### config.mk
export PLATFORM = sky130hd
export DESIGN_NAME = rafc_top
export DESIGN_NICKNAME = d
export VERILOG_FILES = /design/src/design/rafc_pkg.sv /design/src/design/rafc_top.sv
export SDC_FILE = /design/constraint.sdc
export NUM_CORES = 2
export LEC_CHECK = 0
export BUFFER_PORTS_ARGS = -buffer_cell sky130_fd_sc_hd__buf_2
export CORE_MARGIN = 2
export CORE_UTILIZATION = 25
export CTS_BUF_LIST = sky130_fd_sc_hd__clkbuf_4 sky130_fd_sc_hd__clkbuf_8
export CTS_CLUSTER_SIZE = 14
export DETAILED_ROUTE_END_ITERATION = 7
export GPL_TIMING_DRIVEN = 0
export PLACE_DENSITY = 0.42
export SETUP_SLACK_MARGIN = 0.4
export SKIP_CTS_REPAIR_TIMING = 1
export SLEW_MARGIN = 20
export SYNTH_ARGS = -nofsm -noshare
export SYNTH_HDL_FRONTEND = slang
export SYNTH_SLANG_ARGS = --single-unit
### constraint.sdc
create_clock -name i_clk -period 35.8 [get_ports i_clk]
set_input_delay 5.37 -clock i_clk [delete_from_list [all_inputs] [get_ports i_clk]]
set_output_delay 5.37 -clock i_clk [all_outputs]
set_load 0.03 [all_outputs]
### src/design/rafc_pkg.sv
package rafc_pkg;
   localparam int ADDR_W = 8;
   localparam int DATA_W = 16;
   localparam int FREQ_W = 16;   // 0.01 Hz units
   localparam int VOLT_W = 10;   // 1 V units
   localparam int PCT_W  = 8;
   // ===========================================
   // register offsets
   localparam logic [ADDR_W-1:0] REG_MODE   = 8'h00;
   localparam logic [ADDR_W-1:0] REG_LEVEL  = 8'h01;
   localparam logic [ADDR_W-1:0] REG_LIMIT  = 8'h02;
   localparam logic [ADDR_W-1:0] REG_VGAIN  = 8'h03;
   localparam logic [ADDR_W-1:0] REG_FGAIN  = 8'h04;
   localparam logic [ADDR_W-1:0] REG_MAXF   = 8'h05;
   localparam logic [ADDR_W-1:0] REG_EXTSEL = 8'h06;
   localparam logic [ADDR_W-1:0] REG_STSEL  = 8'h07;
   localparam logic [ADDR_W-1:0] REG_STDLY  = 8'h08;
   localparam logic [ADDR_W-1:0] REG_STAT   = 8'h09;
   localparam logic [ADDR_W-1:0] REG_CLR    = 8'h0A;
   localparam logic [ADDR_W-1:0] REG_IEN    = 8'h0B;
   localparam logic [ADDR_W-1:0] REG_FREQ   = 8'h0C;
   localparam logic [ADDR_W-1:0] REG_LIVE   = 8'h0D;
   // ===========================================
   // ranges and reset values
   localparam logic [1:0]        MODE_OFF    = 2'h0;
   localparam logic [1:0]        MODE_ALWAYS = 2'h1;
   localparam logic [1:0]        MODE_CONST  = 2'h2;
   localparam logic [VOLT_W-1:0] LEVEL_MIN   = 10'h12C;  // 300 V
   localparam logic [VOLT_W-1:0] LEVEL_MAX   = 10'h320;  // 800 V
   localparam logic [VOLT_W-1:0] LEVEL_RST_L = 10'h190;  // 400 V
   localparam logic [VOLT_W-1:0] LEVEL_RST_H = 10'h30C;  // 780 V
   localparam logic [FREQ_W-1:0] LIMIT_MAX   = 16'h03E8; // 10.00 Hz
   localparam logic [FREQ_W-1:0] LIMIT_RST   = 16'h0258; // 6.00 Hz
   localparam logic [FREQ_W-1:0] LIMIT_OFF   = 16'h270F; // 9999
   localparam logic [FREQ_W-1:0] FREQ_TOP    = 16'hFFFF;
   localparam logic [FREQ_W-1:0] MAXF_RST    = 16'h2EE0; // 120.00 Hz
   localparam logic [PCT_W-1:0]  GAIN_MAX    = 8'hC8;    // 200 %
   localparam logic [PCT_W-1:0]  GAIN_RST    = 8'h64;    // 100 %
   localparam int                GAIN_SHIFT  = 13;
   // status bits
   localparam int ST_ACT  = 0;
   localparam int ST_LIM  = 1;
   localparam int ST_MAXC = 2;
   localparam int ST_W    = 3;
   // ===========================================
   // timing
   localparam int CLK_MHZ        = 10;
   localparam int STEP_PERIOD_US = 1000;
   localparam int STEP_CYC       = STEP_PERIOD_US * CLK_MHZ;
   localparam int DLY_UNIT_MS    = 100;
   localparam int DLY_UNIT_CYC   = DLY_UNIT_MS * 1000 * CLK_MHZ;
   // ===========================================
   // types
   typedef enum logic [2:0] {
      RAFC_IDLE = 3'b001,
      RAFC_COMP = 3'b010,
      RAFC_HOLD = 3'b100
   } rafc_state_t;
   typedef struct packed {
      logic [1:0]        mode;
      logic [VOLT_W-1:0] level;
      logic [FREQ_W-1:0] limit;
      logic [PCT_W-1:0]  vgain;
      logic [PCT_W-1:0]  fgain;
      logic [FREQ_W-1:0] maxf;
      logic              stsel;
      logic [FREQ_W-1:0] stdly;
   } rafc_cfg_t;
endpackage

### src/design/rafc_top.sv
// Added by the designer: strobed register access and the address map.
`timescale 1ns/100ps
`default_nettype none
module rafc_top #(
   parameter bit P_HIGH_VOLT  = 1'b0,
   parameter int P_STEP_CYC   = rafc_pkg::STEP_CYC,
   parameter int P_DLY_UNIT   = rafc_pkg::DLY_UNIT_CYC
) (
   input  wire logic                          i_clk,
   input  wire logic                          i_sys_rst,
   input  wire logic [rafc_pkg::ADDR_W-1:0]   i_addr,
   input  wire logic [rafc_pkg::DATA_W-1:0]   i_wdata,
   input  wire logic                          i_wr,
   input  wire logic                          i_rd,
   output logic      [rafc_pkg::DATA_W-1:0]   o_rdata,
   input  wire logic [rafc_pkg::VOLT_W-1:0]   i_bus_voltage,
   input  wire logic [rafc_pkg::FREQ_W-1:0]   i_cmd_freq,
   input  wire logic                          i_accel,
   input  wire logic                          i_const,
   input  wire logic                          i_decel,
   input  wire logic                          i_ov_stall_hold,
   output logic      [rafc_pkg::FREQ_W-1:0]   o_out_freq,
   output logic                               o_ov_stall_ind,
   output logic                               o_stall_prev,
   output logic                               o_stall_out,
   output logic                               o_irq
);
   // ===========================================
   // declarations
   rafc_pkg::rafc_cfg_t            cfg;
   rafc_pkg::rafc_state_t          state;
   rafc_pkg::rafc_state_t          next_state;
   logic                           extsel;
   logic [rafc_pkg::ST_W-1:0]      status;
   logic [rafc_pkg::ST_W-1:0]      ien;
   logic [rafc_pkg::FREQ_W-1:0]    comp;
   logic [rafc_pkg::FREQ_W-1:0]    next_comp;
   logic [31:0]                    step_cnt;
   logic                           tick;
   logic                           enable;
   logic                           regen;
   logic                           regen_q;
   logic                           unlimited;
   logic                           lim_hit;
   logic                           max_hit;
   logic [rafc_pkg::FREQ_W-1:0]    rise;
   logic [rafc_pkg::FREQ_W-1:0]    fall;
   logic [rafc_pkg::FREQ_W-1:0]    raw;
   logic [rafc_pkg::FREQ_W-1:0]    room;
   logic [rafc_pkg::FREQ_W-1:0]    half_lim;
   logic [rafc_pkg::FREQ_W:0]      sum;
   logic [31:0]                    unit_cnt;
   logic [rafc_pkg::FREQ_W-1:0]    dly_cnt;
   logic                           wr_ok;
   logic [rafc_pkg::ST_W-1:0]      ev;

   // ===========================================
   // helpers
   function automatic logic [rafc_pkg::FREQ_W-1:0] gain_step(
      input logic [rafc_pkg::VOLT_W-1:0] dv,
      input logic [rafc_pkg::PCT_W-1:0]  vg,
      input logic [rafc_pkg::PCT_W-1:0]  fg
   );
      logic [25:0] p;
      p = 26'(dv) * 26'(vg) * 26'(fg);
      p = p >> rafc_pkg::GAIN_SHIFT;
      gain_step = (p > 26'(rafc_pkg::FREQ_TOP)) ? rafc_pkg::FREQ_TOP
                                                 : p[rafc_pkg::FREQ_W-1:0];
   endfunction

   function automatic logic [rafc_pkg::FREQ_W-1:0] fmin(
      input logic [rafc_pkg::FREQ_W-1:0] a,
      input logic [rafc_pkg::FREQ_W-1:0] b
   );
      fmin = (a < b) ? a : b;
   endfunction

   // ===========================================
   // register writes
   assign wr_ok = i_wr && (extsel == 1'b0);

   always_ff @(posedge i_clk) begin
      if (i_sys_rst) begin
         cfg.mode  <= rafc_pkg::MODE_OFF;
         cfg.level <= P_HIGH_VOLT ? rafc_pkg::LEVEL_RST_H : rafc_pkg::LEVEL_RST_L;
         cfg.limit <= rafc_pkg::LIMIT_RST;
         cfg.vgain <= rafc_pkg::GAIN_RST;
         cfg.fgain <= rafc_pkg::GAIN_RST;
         cfg.maxf  <= rafc_pkg::MAXF_RST;
         cfg.stsel <= 1'b1;
         cfg.stdly <= '0;
      end else if (wr_ok) begin
         unique case (i_addr)
            rafc_pkg::REG_MODE: begin
               if (i_wdata[1:0] != 2'h3) begin
                  cfg.mode <= i_wdata[1:0];
               end
            end
            rafc_pkg::REG_LEVEL: begin
               if (i_wdata >= 16'(rafc_pkg::LEVEL_MIN) &&
                   i_wdata <= 16'(rafc_pkg::LEVEL_MAX)) begin
                  cfg.level <= i_wdata[rafc_pkg::VOLT_W-1:0];
               end
            end
            rafc_pkg::REG_LIMIT: begin
               if (i_wdata <= rafc_pkg::LIMIT_MAX ||
                   i_wdata == rafc_pkg::LIMIT_OFF) begin
                  cfg.limit <= i_wdata;
               end
            end
            rafc_pkg::REG_VGAIN: begin
               if (i_wdata <= 16'(rafc_pkg::GAIN_MAX)) begin
                  cfg.vgain <= i_wdata[rafc_pkg::PCT_W-1:0];
               end
            end
            rafc_pkg::REG_FGAIN: begin
               if (i_wdata <= 16'(rafc_pkg::GAIN_MAX)) begin
                  cfg.fgain <= i_wdata[rafc_pkg::PCT_W-1:0];
               end
            end
            rafc_pkg::REG_MAXF:  cfg.maxf  <= i_wdata;
            rafc_pkg::REG_STSEL: cfg.stsel <= i_wdata[0];
            rafc_pkg::REG_STDLY: cfg.stdly <= i_wdata;
            default: ;
         endcase
      end
   end

   // display selection itself is always writable
   always_ff @(posedge i_clk) begin
      if (i_sys_rst) begin
         extsel <= 1'b0;
      end else if (i_wr && i_addr == rafc_pkg::REG_EXTSEL) begin
         extsel <= i_wdata[0];
      end
   end

   always_ff @(posedge i_clk) begin
      if (i_sys_rst) begin
         ien <= '0;
      end else if (wr_ok && i_addr == rafc_pkg::REG_IEN) begin
         ien <= i_wdata[rafc_pkg::ST_W-1:0];
      end
   end

   // ===========================================
   // register reads, data one cycle later
   always_ff @(posedge i_clk) begin
      if (i_sys_rst) begin
         o_rdata <= '0;
      end else if (i_rd) begin
         unique case (i_addr)
            rafc_pkg::REG_MODE:   o_rdata <= 16'(cfg.mode);
            rafc_pkg::REG_LEVEL:  o_rdata <= 16'(cfg.level);
            rafc_pkg::REG_LIMIT:  o_rdata <= cfg.limit;
            rafc_pkg::REG_VGAIN:  o_rdata <= 16'(cfg.vgain);
            rafc_pkg::REG_FGAIN:  o_rdata <= 16'(cfg.fgain);
            rafc_pkg::REG_MAXF:   o_rdata <= cfg.maxf;
            rafc_pkg::REG_EXTSEL: o_rdata <= 16'(extsel);
            rafc_pkg::REG_STSEL:  o_rdata <= 16'(cfg.stsel);
            rafc_pkg::REG_STDLY:  o_rdata <= cfg.stdly;
            rafc_pkg::REG_STAT:   o_rdata <= 16'(status);
            rafc_pkg::REG_IEN:    o_rdata <= 16'(ien);
            rafc_pkg::REG_FREQ:   o_rdata <= o_out_freq;
            rafc_pkg::REG_LIVE:   o_rdata <= comp;
            default:              o_rdata <= '0;
         endcase
      end else begin
         o_rdata <= '0;
      end
   end

   // ===========================================
   // regeneration detect
   always_comb begin
      unique case (cfg.mode)
         rafc_pkg::MODE_ALWAYS: enable = 1'b1;
         rafc_pkg::MODE_CONST:  enable = i_const || i_ov_stall_hold;
         default:               enable = 1'b0;
      endcase
   end

   assign regen = enable && (i_bus_voltage >= cfg.level);

   // update pacing
   always_ff @(posedge i_clk) begin
      if (i_sys_rst || tick) begin
         step_cnt <= '0;
      end else begin
         step_cnt <= step_cnt + 32'h0000_0001;
      end
   end

   assign tick = (step_cnt == 32'(P_STEP_CYC - 1));

   // ===========================================
   // compensation arithmetic
   assign unlimited = (cfg.limit == rafc_pkg::LIMIT_OFF);
   assign half_lim  = cfg.limit >> 1;
   assign rise = gain_step(i_bus_voltage - cfg.level, cfg.vgain, cfg.fgain);
   assign fall = enable ? gain_step(cfg.level - i_bus_voltage, cfg.vgain, cfg.fgain)
                        : rafc_pkg::FREQ_TOP;
   assign room = (i_cmd_freq >= cfg.maxf) ? '0 : cfg.maxf - i_cmd_freq;

   always_comb begin
      sum = 17'(comp) + 17'(rise);
      if (regen) begin
         raw = sum[rafc_pkg::FREQ_W] ? rafc_pkg::FREQ_TOP : sum[rafc_pkg::FREQ_W-1:0];
      end else begin
         raw = comp - fmin(comp, fall);
      end
   end

   assign lim_hit = !unlimited && (raw > cfg.limit);

   always_comb begin
      next_state = state;
      next_comp  = comp;
      if (cfg.mode == rafc_pkg::MODE_OFF) begin
         next_state = rafc_pkg::RAFC_IDLE;
         next_comp  = '0;
      end else if (tick) begin
         unique case (state)
            rafc_pkg::RAFC_IDLE: begin
               if (regen) begin
                  next_state = rafc_pkg::RAFC_COMP;
                  next_comp  = fmin(lim_hit ? cfg.limit : raw, room);
               end
            end
            rafc_pkg::RAFC_COMP: begin
               next_comp = fmin(lim_hit ? cfg.limit : raw, room);
               if (i_decel && lim_hit) begin
                  next_state = rafc_pkg::RAFC_HOLD;
               end else if (raw == '0 && !regen) begin
                  next_state = rafc_pkg::RAFC_IDLE;
               end
            end
            rafc_pkg::RAFC_HOLD: begin
               next_comp = fmin(cfg.limit, room);
               // hold is a deceleration-only state; bus below level withdraws
               if (o_out_freq <= half_lim || unlimited || !regen ||
                   i_accel || i_const) begin
                  next_state = rafc_pkg::RAFC_COMP;
               end
            end
         endcase
      end
   end

   assign max_hit = tick && (state != rafc_pkg::RAFC_IDLE) && regen && (raw > room);

   always_ff @(posedge i_clk) begin
      if (i_sys_rst) begin
         state <= rafc_pkg::RAFC_IDLE;
         comp  <= '0;
      end else begin
         state <= next_state;
         comp  <= next_comp;
      end
   end

   // output frequency, clamped at maximum
   always_ff @(posedge i_clk) begin
      if (i_sys_rst) begin
         o_out_freq <= '0;
      end else begin
         o_out_freq <= fmin(fmin(i_cmd_freq, cfg.maxf) + fmin(comp, room), cfg.maxf);
      end
   end

   // ===========================================
   // indications
   always_ff @(posedge i_clk) begin
      if (i_sys_rst) begin
         regen_q        <= 1'b0;
         o_ov_stall_ind <= 1'b0;
         o_stall_prev   <= 1'b0;
      end else begin
         regen_q        <= regen;
         o_ov_stall_ind <= regen;
         o_stall_prev   <= regen;
      end
   end

   // stall output with delay in 0.1 s units
   always_ff @(posedge i_clk) begin
      if (i_sys_rst || !regen_q || unit_cnt == 32'(P_DLY_UNIT - 1)) begin
         unit_cnt <= '0;
      end else begin
         unit_cnt <= unit_cnt + 32'h0000_0001;
      end
   end

   always_ff @(posedge i_clk) begin
      if (i_sys_rst || !regen_q) begin
         dly_cnt <= '0;
      end else if (unit_cnt == 32'(P_DLY_UNIT - 1) && dly_cnt != cfg.stdly) begin
         dly_cnt <= dly_cnt + 16'h0001;
      end
   end

   always_ff @(posedge i_clk) begin
      if (i_sys_rst) begin
         o_stall_out <= 1'b0;
      end else begin
         o_stall_out <= cfg.stsel && regen_q && (dly_cnt >= cfg.stdly);
      end
   end

   // ===========================================
   // interrupt status, set wins over clear
   assign ev[rafc_pkg::ST_ACT]  = regen && !regen_q;
   assign ev[rafc_pkg::ST_LIM]  = tick && regen && lim_hit && (state != rafc_pkg::RAFC_IDLE);
   assign ev[rafc_pkg::ST_MAXC] = max_hit;

   always_ff @(posedge i_clk) begin
      if (i_sys_rst) begin
         status <= '0;
      end else if (i_wr && i_addr == rafc_pkg::REG_CLR) begin
         status <= (status & ~i_wdata[rafc_pkg::ST_W-1:0]) | ev;
      end else begin
         status <= status | ev;
      end
   end

   assign o_irq = |(status & ien);
endmodule
`default_nettype wire

* Yosys cells after proc, flatten, opt, wreduce, memory -nomap -nowiden
Cells that the tools add are included.
** Operators by class
- Add/subtract/negate cells :: 9
- Multipliers :: 4
- Divide/modulo/power cells :: 0
- Magnitude comparators :: 18
- Equal/unequal tests :: 28
- Shift-type cells :: 0
- Multiplexer cells :: 23
- Bitwise logic cells :: 7
- Reductions and logical operators :: 47
** Operators by type and width (count)
- 16-bit 2-to-1 mux :: 14
- 16-bit case mux with 13 select lines :: 1
- 16-bit < comparator :: 6
- 32-bit by 1-bit adder with 32-bit output (second input constant) :: 2
- 18-bit by 8-bit multiplier with 26-bit output :: 2
- 8-bit by 4-bit equality test with 1-bit output (second input constant) :: 6
- 16-bit case mux with 3 select lines :: 1
- 10-bit by 8-bit multiplier with 18-bit output :: 2
- 16-bit by 14-bit equality test with 1-bit output (second input constant) :: 2
- 32-bit by 14-bit equality test with 1-bit output (second input constant) :: 1
- 32-bit by 20-bit equality test with 1-bit output (second input constant) :: 1
- 8-bit by 3-bit equality test with 1-bit output (second input constant) :: 4
- 16-bit greater-or-equal comparator :: 2
- 13-bit by 16-bit > comparator with 1-bit output (second input constant) :: 2
- 16-bit > comparator :: 2
- 16-bit by 10-bit less-or-equal comparator with 1-bit output (second input constant) :: 2
- 16-bit subtractor :: 2
- 10-bit subtractor :: 2
- 1-bit logical AND :: 19
- 16-bit by 16-bit adder with 17-bit output :: 1
- 16-bit by 1-bit adder with 16-bit output (second input constant) :: 1
- 16-bit adder :: 1
- 8-bit by 2-bit equality test with 1-bit output (second input constant) :: 2
- 16-bit by 9-bit greater-or-equal comparator with 1-bit output (second input constant) :: 1
- other kinds (30) :: 57
** Word-level totals
- Flip-flop bits (word level) :: 217
- Bits in latches :: 0
- Memory bits (writable) :: 0
- ROM bits :: 0
- Input bits :: 58
- Output and inout bits :: 36
- Word-level logic and storage cells :: 156
- Memories :: 0

* Longest topological paths before layout
- Depth in word-level cells :: 17
- Gate-level depth with buffers :: 85
- Gate-level depth less buffers :: 82

* Worst setup path before layout
OpenSTA, ideal clock, no wires.
- Path kind :: input to register
- Start point :: in i_bus_voltage[2] (netlist bit)
- End point :: reg comp[10] (netlist bit)
- Library setup time :: 114 ps
- Arrival :: 21816 ps
- Data required time :: 35686 ps
- Slack :: 13870 ps
- Stages on the path :: 79
- Path buffers :: 5
- Cell sequence :: inv_1 -> ha_1 -> clkbuf_1 -> inv_1 -> o21bai_1 -> a21oi_1 -> o21bai_1 -> xor2_1 -> nand2_1 -> fa_1 -> fa_1 -> inv_1 -> fa_1 -> inv_1 -> fa_1 -> inv_1 -> ha_1 -> a21o_1 -> [... 43 more ...] -> nand4_1 -> nor2_1 -> nand3_1 -> nand3_1 -> a31oi_1 -> clkbuf_1 -> clkbuf_1 -> mux2_2 -> ha_1 -> a21o_1 -> a21oi_1 -> nand4_1 -> or3_1 -> o21ai_2 -> clkbuf_1 -> nor2b_1 -> a211oi_1 -> a21o_1
** Between the ends
- Longest elaborated chain between the ends :: 17
- Elaborated cells on any way between the ends :: 28
- Those cells by class :: add/sub (4); mul (4); order compare (6); eq/ne (1); mux (10); reduce/logical (3)
** Ends and longest elaborated chain
- from (decl) :: line rafc_top.sv:16 : input wire logic [rafc_pkg::VOLT_W-1:0] i_bus_voltage,
- 10-bit subtractor :: line rafc_top.sv:201 : assign fall = enable ? gain_step(cfg.level - i_bus_voltage, cfg.vgain, cfg.fgain)
- 10-bit by 8-bit multiplier with 18-bit output :: line rafc_top.sv:65 : p = 26'(dv) * 26'(vg) * 26'(fg);
- 18-bit by 8-bit multiplier with 26-bit output :: line rafc_top.sv:65
- 13-bit by 16-bit > comparator with 1-bit output :: line rafc_top.sv:67 : gain_step = (p > 26'(rafc_pkg::FREQ_TOP)) ? rafc_pkg::FREQ_TOP
- 16-bit 2-to-1 mux :: line rafc_top.sv:67
- 16-bit 2-to-1 mux :: line rafc_top.sv:201
- 16-bit < comparator :: line rafc_top.sv:75 : fmin = (a < b) ? a : b;
- 16-bit 2-to-1 mux :: line rafc_top.sv:75
- 16-bit subtractor :: line rafc_top.sv:210 : raw = comp - fmin(comp, fall);
- 16-bit 2-to-1 mux :: line rafc_top.sv:207 : if (regen) begin
- 16-bit > comparator :: line rafc_top.sv:214 : assign lim_hit = !unlimited && (raw > cfg.limit);
- 1-bit logical AND :: line rafc_top.sv:214
- 16-bit 2-to-1 mux :: line rafc_top.sv:227, rafc_top.sv:231
- 16-bit < comparator :: line rafc_top.sv:75
- 16-bit 2-to-1 mux :: line rafc_top.sv:75
- 16-bit 2-to-1 mux :: line rafc_top.sv:225 : if (regen) begin
- 16-bit case mux with 3 select lines :: line rafc_top.sv:223 : unique case (state)
- to (signal assigned) :: line rafc_top.sv:258 : comp <= next_comp;
- to (decl) :: line rafc_top.sv:36 : logic [rafc_pkg::FREQ_W-1:0] comp;
Parallel ways exist; a longest one is shown, timed or not. The select of a mux whose other input is x is not followed.
A chain may end at the register's enable or synchronous reset.

* Worst setup path in the final report
Ends and elaborated chain as after synthesis.

==> results.json <==
{
  "viasPerCell": 4.76,
  "core_area_um2": 118000,
  "multiInputGateArea_um2": 23400,
  "grt_overflow": 0,
  "nNetsFinal": 4522,
  "path_buf_inv": 18,
  "final_cell_mix": "459 x inv_1, 433 x nand2_1, 384 x ha_1",
  "nFillCells": 12900,
  "h-tree-depth": 2,
  "cp_common_cell": "inv_1",
  "critPathRequiredTime_ns": 36.30,
  "synth.avg_cell_area_um2": 8.18,
  "min_period_over_period_pct": 72.6,
  "ys_types": 78,
  "cap_viol_max_count": 0,
  "yosysWarnings": 0,
  "cts_tree": "built",
  "synth_area_um2": 29900,
  "drc": 0,
  "dieArea_um2": 123000,
  "start_util_pct": 25.3,
  "max_slew_margin_pct": 22.3,
  "drv_slew": 0,
  "vias": 25800,
  "status": "completed",
  "area_growth_pct": 11.1,
  "syn-num-nets": 4393,
  "rr_worst_depth": 77,
  "cp_top_family": "compound AO/OA/AOI/OAI gates",
  "seq_area_um2": 4340,
  "max_freq_mhz": 38.5,
  "drive_above_1_share_pct": 5.43,
  "worst_slack_ns": 9.82,
  "antenna_found_initial": 7,
  "synth_edf_count": 0,
  "cts_root_buffer": "clkbuf_8",
  "firstDrtPassIters": 5,
  "syn_inst": 3659,
  "gp_congestion": 0.883,
  "wire_per_inst_um": 20.3,
  "crit_slowest_cell": "a31oi_1",
  "hold_ws_ns": 0.465,
  "die_w_um": 350,
  "setup_tns_ns": 0,
  "r2r_end": "comp[10]",
  "path_max_fanout": 10,
  "io_pins": 94,
  "cts_buffers": 39,
  "finalHoldViolCount": 0,
  "grt_pass1_wl_mm": 167,
  "period_needed_ns": 25.98,
  "cts.sinks": 217,
  "min_from": "step_cnt[0]",
  "finalClockSkew_ns": 0.0497,
  "critPathKind": "in -> reg",
  "rows": 126,
  "dp_hpwl_mm": 91.0,
  "grt_start_max_net_pins": 12,
  "clk_pin_slew_ns": 0.06,
  "min_path_cells": 1,
  "ant_nets": 0,
  "cts_max_path_buffers": 3,
  "seq_area_frac_synth_pct": 14.5,
  "finalSetupViolations": 0,
  "r2r_start": "cfg[67]",
  "yosys_most_used_dff": "dfxtp_1",
  "critPathLaunchType": "input pin",
  "rsz0062_at_grt": "no",
  "drt_iter0_markers": 1602,
  "track_usage_pct": 18.0,
  "place_ws_ns": 9.49,
  "worst_path_largest_cell_delay_ns": 0.84,
  "final_common_cell": "inv_1",
  "endpoint_kind": "flop",
  "ys_ff_latch": 217,
  "insertion_delay_ns": 0.61,
  "first_global_vias": 26200,
  "tightest_slew_ns": 1.16,
  "holdCritPathClass": "reg -> reg",
  "min_to": "step_cnt[0]",
  "rrSetupSlack_ns": 14.23,
  "die_h_um": 350,
  "critPathArrivalTime_ns": 26.48,
  "async_flop_share_pct": 0,
  "io_buffers": 88,
  "drt_wl_total_mm": 110
}
flip-flops by register name (all words and copies together), names as in the netlist:
| signal | cells |
|---|---|
| cfg | 77 |
| dly_cnt | 16 |
| comp | 16 |
| ien | 3 |
| extsel | 1 |
| step_cnt | 32 |
| regen_q | 1 |
| o_out_freq | 16 |
| state | 3 |
| o_stall_out | 1 |
| status | 3 |
| o_rdata | 16 |
| unit_cnt | 32 |
layout make-up:
class | count | area share (%)
Antenna cell | 4 | 0.0301
Buffer | 127 | 1.48
Clock buffer | 60 | 2.28
Clock inverter | 6 | 0.218
Inverter | 460 | 5.19
Multi-Input combinational cell | 2855 | 70.4
Sequential cell | 217 | 13.1
Tap cell | 1600 | 6.02
Timing Repair Buffer | 88 | 1.32
cells in the mapped netlist, drive strengths merged, types with 9 or more instances:
cell	count	area, um^2
o21ai	136	684
a22oi	34	255
nand2	433	1630
nand3	52	260
a221oi	11	96.3
fa	292	5850
ha	384	4800
and4	11	96.3
inv	460	1730
nand4	45	282
xor2	85	744
a211oi	17	133
o211ai	36	270
nor4	22	138
a22o	10	87.6
a21oi	178	891
a221o	9	90.1
nor3	63	315
buf	15	71.3
o21a	34	255
nor2b	30	188
clkbuf	112	420
xnor2	98	858
a31oi	30	188
o21bai	16	120
mux2i	56	561
a21o	70	526
mux2	13	146
or3	24	150
o31ai	13	103
dfxtp	217	4340
and3	25	156
nand2b	30	188
nor2	264	991
and2	237	1480
worst max path at each step:
stage	from	end	slack, ns	cells past startpoint
after detailed placement	i_bus_voltage[2]	comp[10]	9.49	79
final	i_bus_voltage[2]	comp[10]	9.82	79
after global routing	i_bus_voltage[2]	comp[10]	8.63	83
after CTS	i_bus_voltage[2]	comp[10]	10.05	79
after global placement	i_bus_voltage[2]	comp[10]	9.43	79
after floorplan	i_bus_voltage[2]	comp[10]	13.87	79
logic make-up after synthesis:
logic type	count (synthesis)	synth area share [%]
buffers and inverters	587	7.41
AND/OR/NAND/NOR	1274	20.6
adder cells (fa/ha/maj)	676	35.6
flip-flops	217	14.5
XOR/XNOR	183	5.35
multiplexers	69	2.36
AO/OA/AOI/OAI	653	14.2
routing by layer:
metal | track usage, % | up-vias | share of wire (%) | routed length, um
li1 | - | 12500 | - | -
met1 | 24.4 | 12500 | 47 | 51400
met2 | 30.1 | 576 | 46 | 51000
met3 | 1.83 | 142 | 4.0 | 4360
met4 | 5.14 | 4 | 3.1 | 3360
met5 | 0 | - | 0.019 | 21
stage by stage:
| step | cell area, um^2 | cells | utilization, % |
|---|---|---|---|
| floorplan | 29900 | 3659 | - |
| global placement | 32400 | 5347 | 27.4 |
| detailed placement | 32400 | 5347 | 27.4 |
| CTS | 33200 | 5413 | 28.1 |
| global route | 33300 | 5414 | 28.1 |
| finish | 33300 | 5417 | 28.1 |
Power is left out: the tool's default activity adds up to more than one toggle a clock period on the data nets, which glitch-free logic cannot reach.
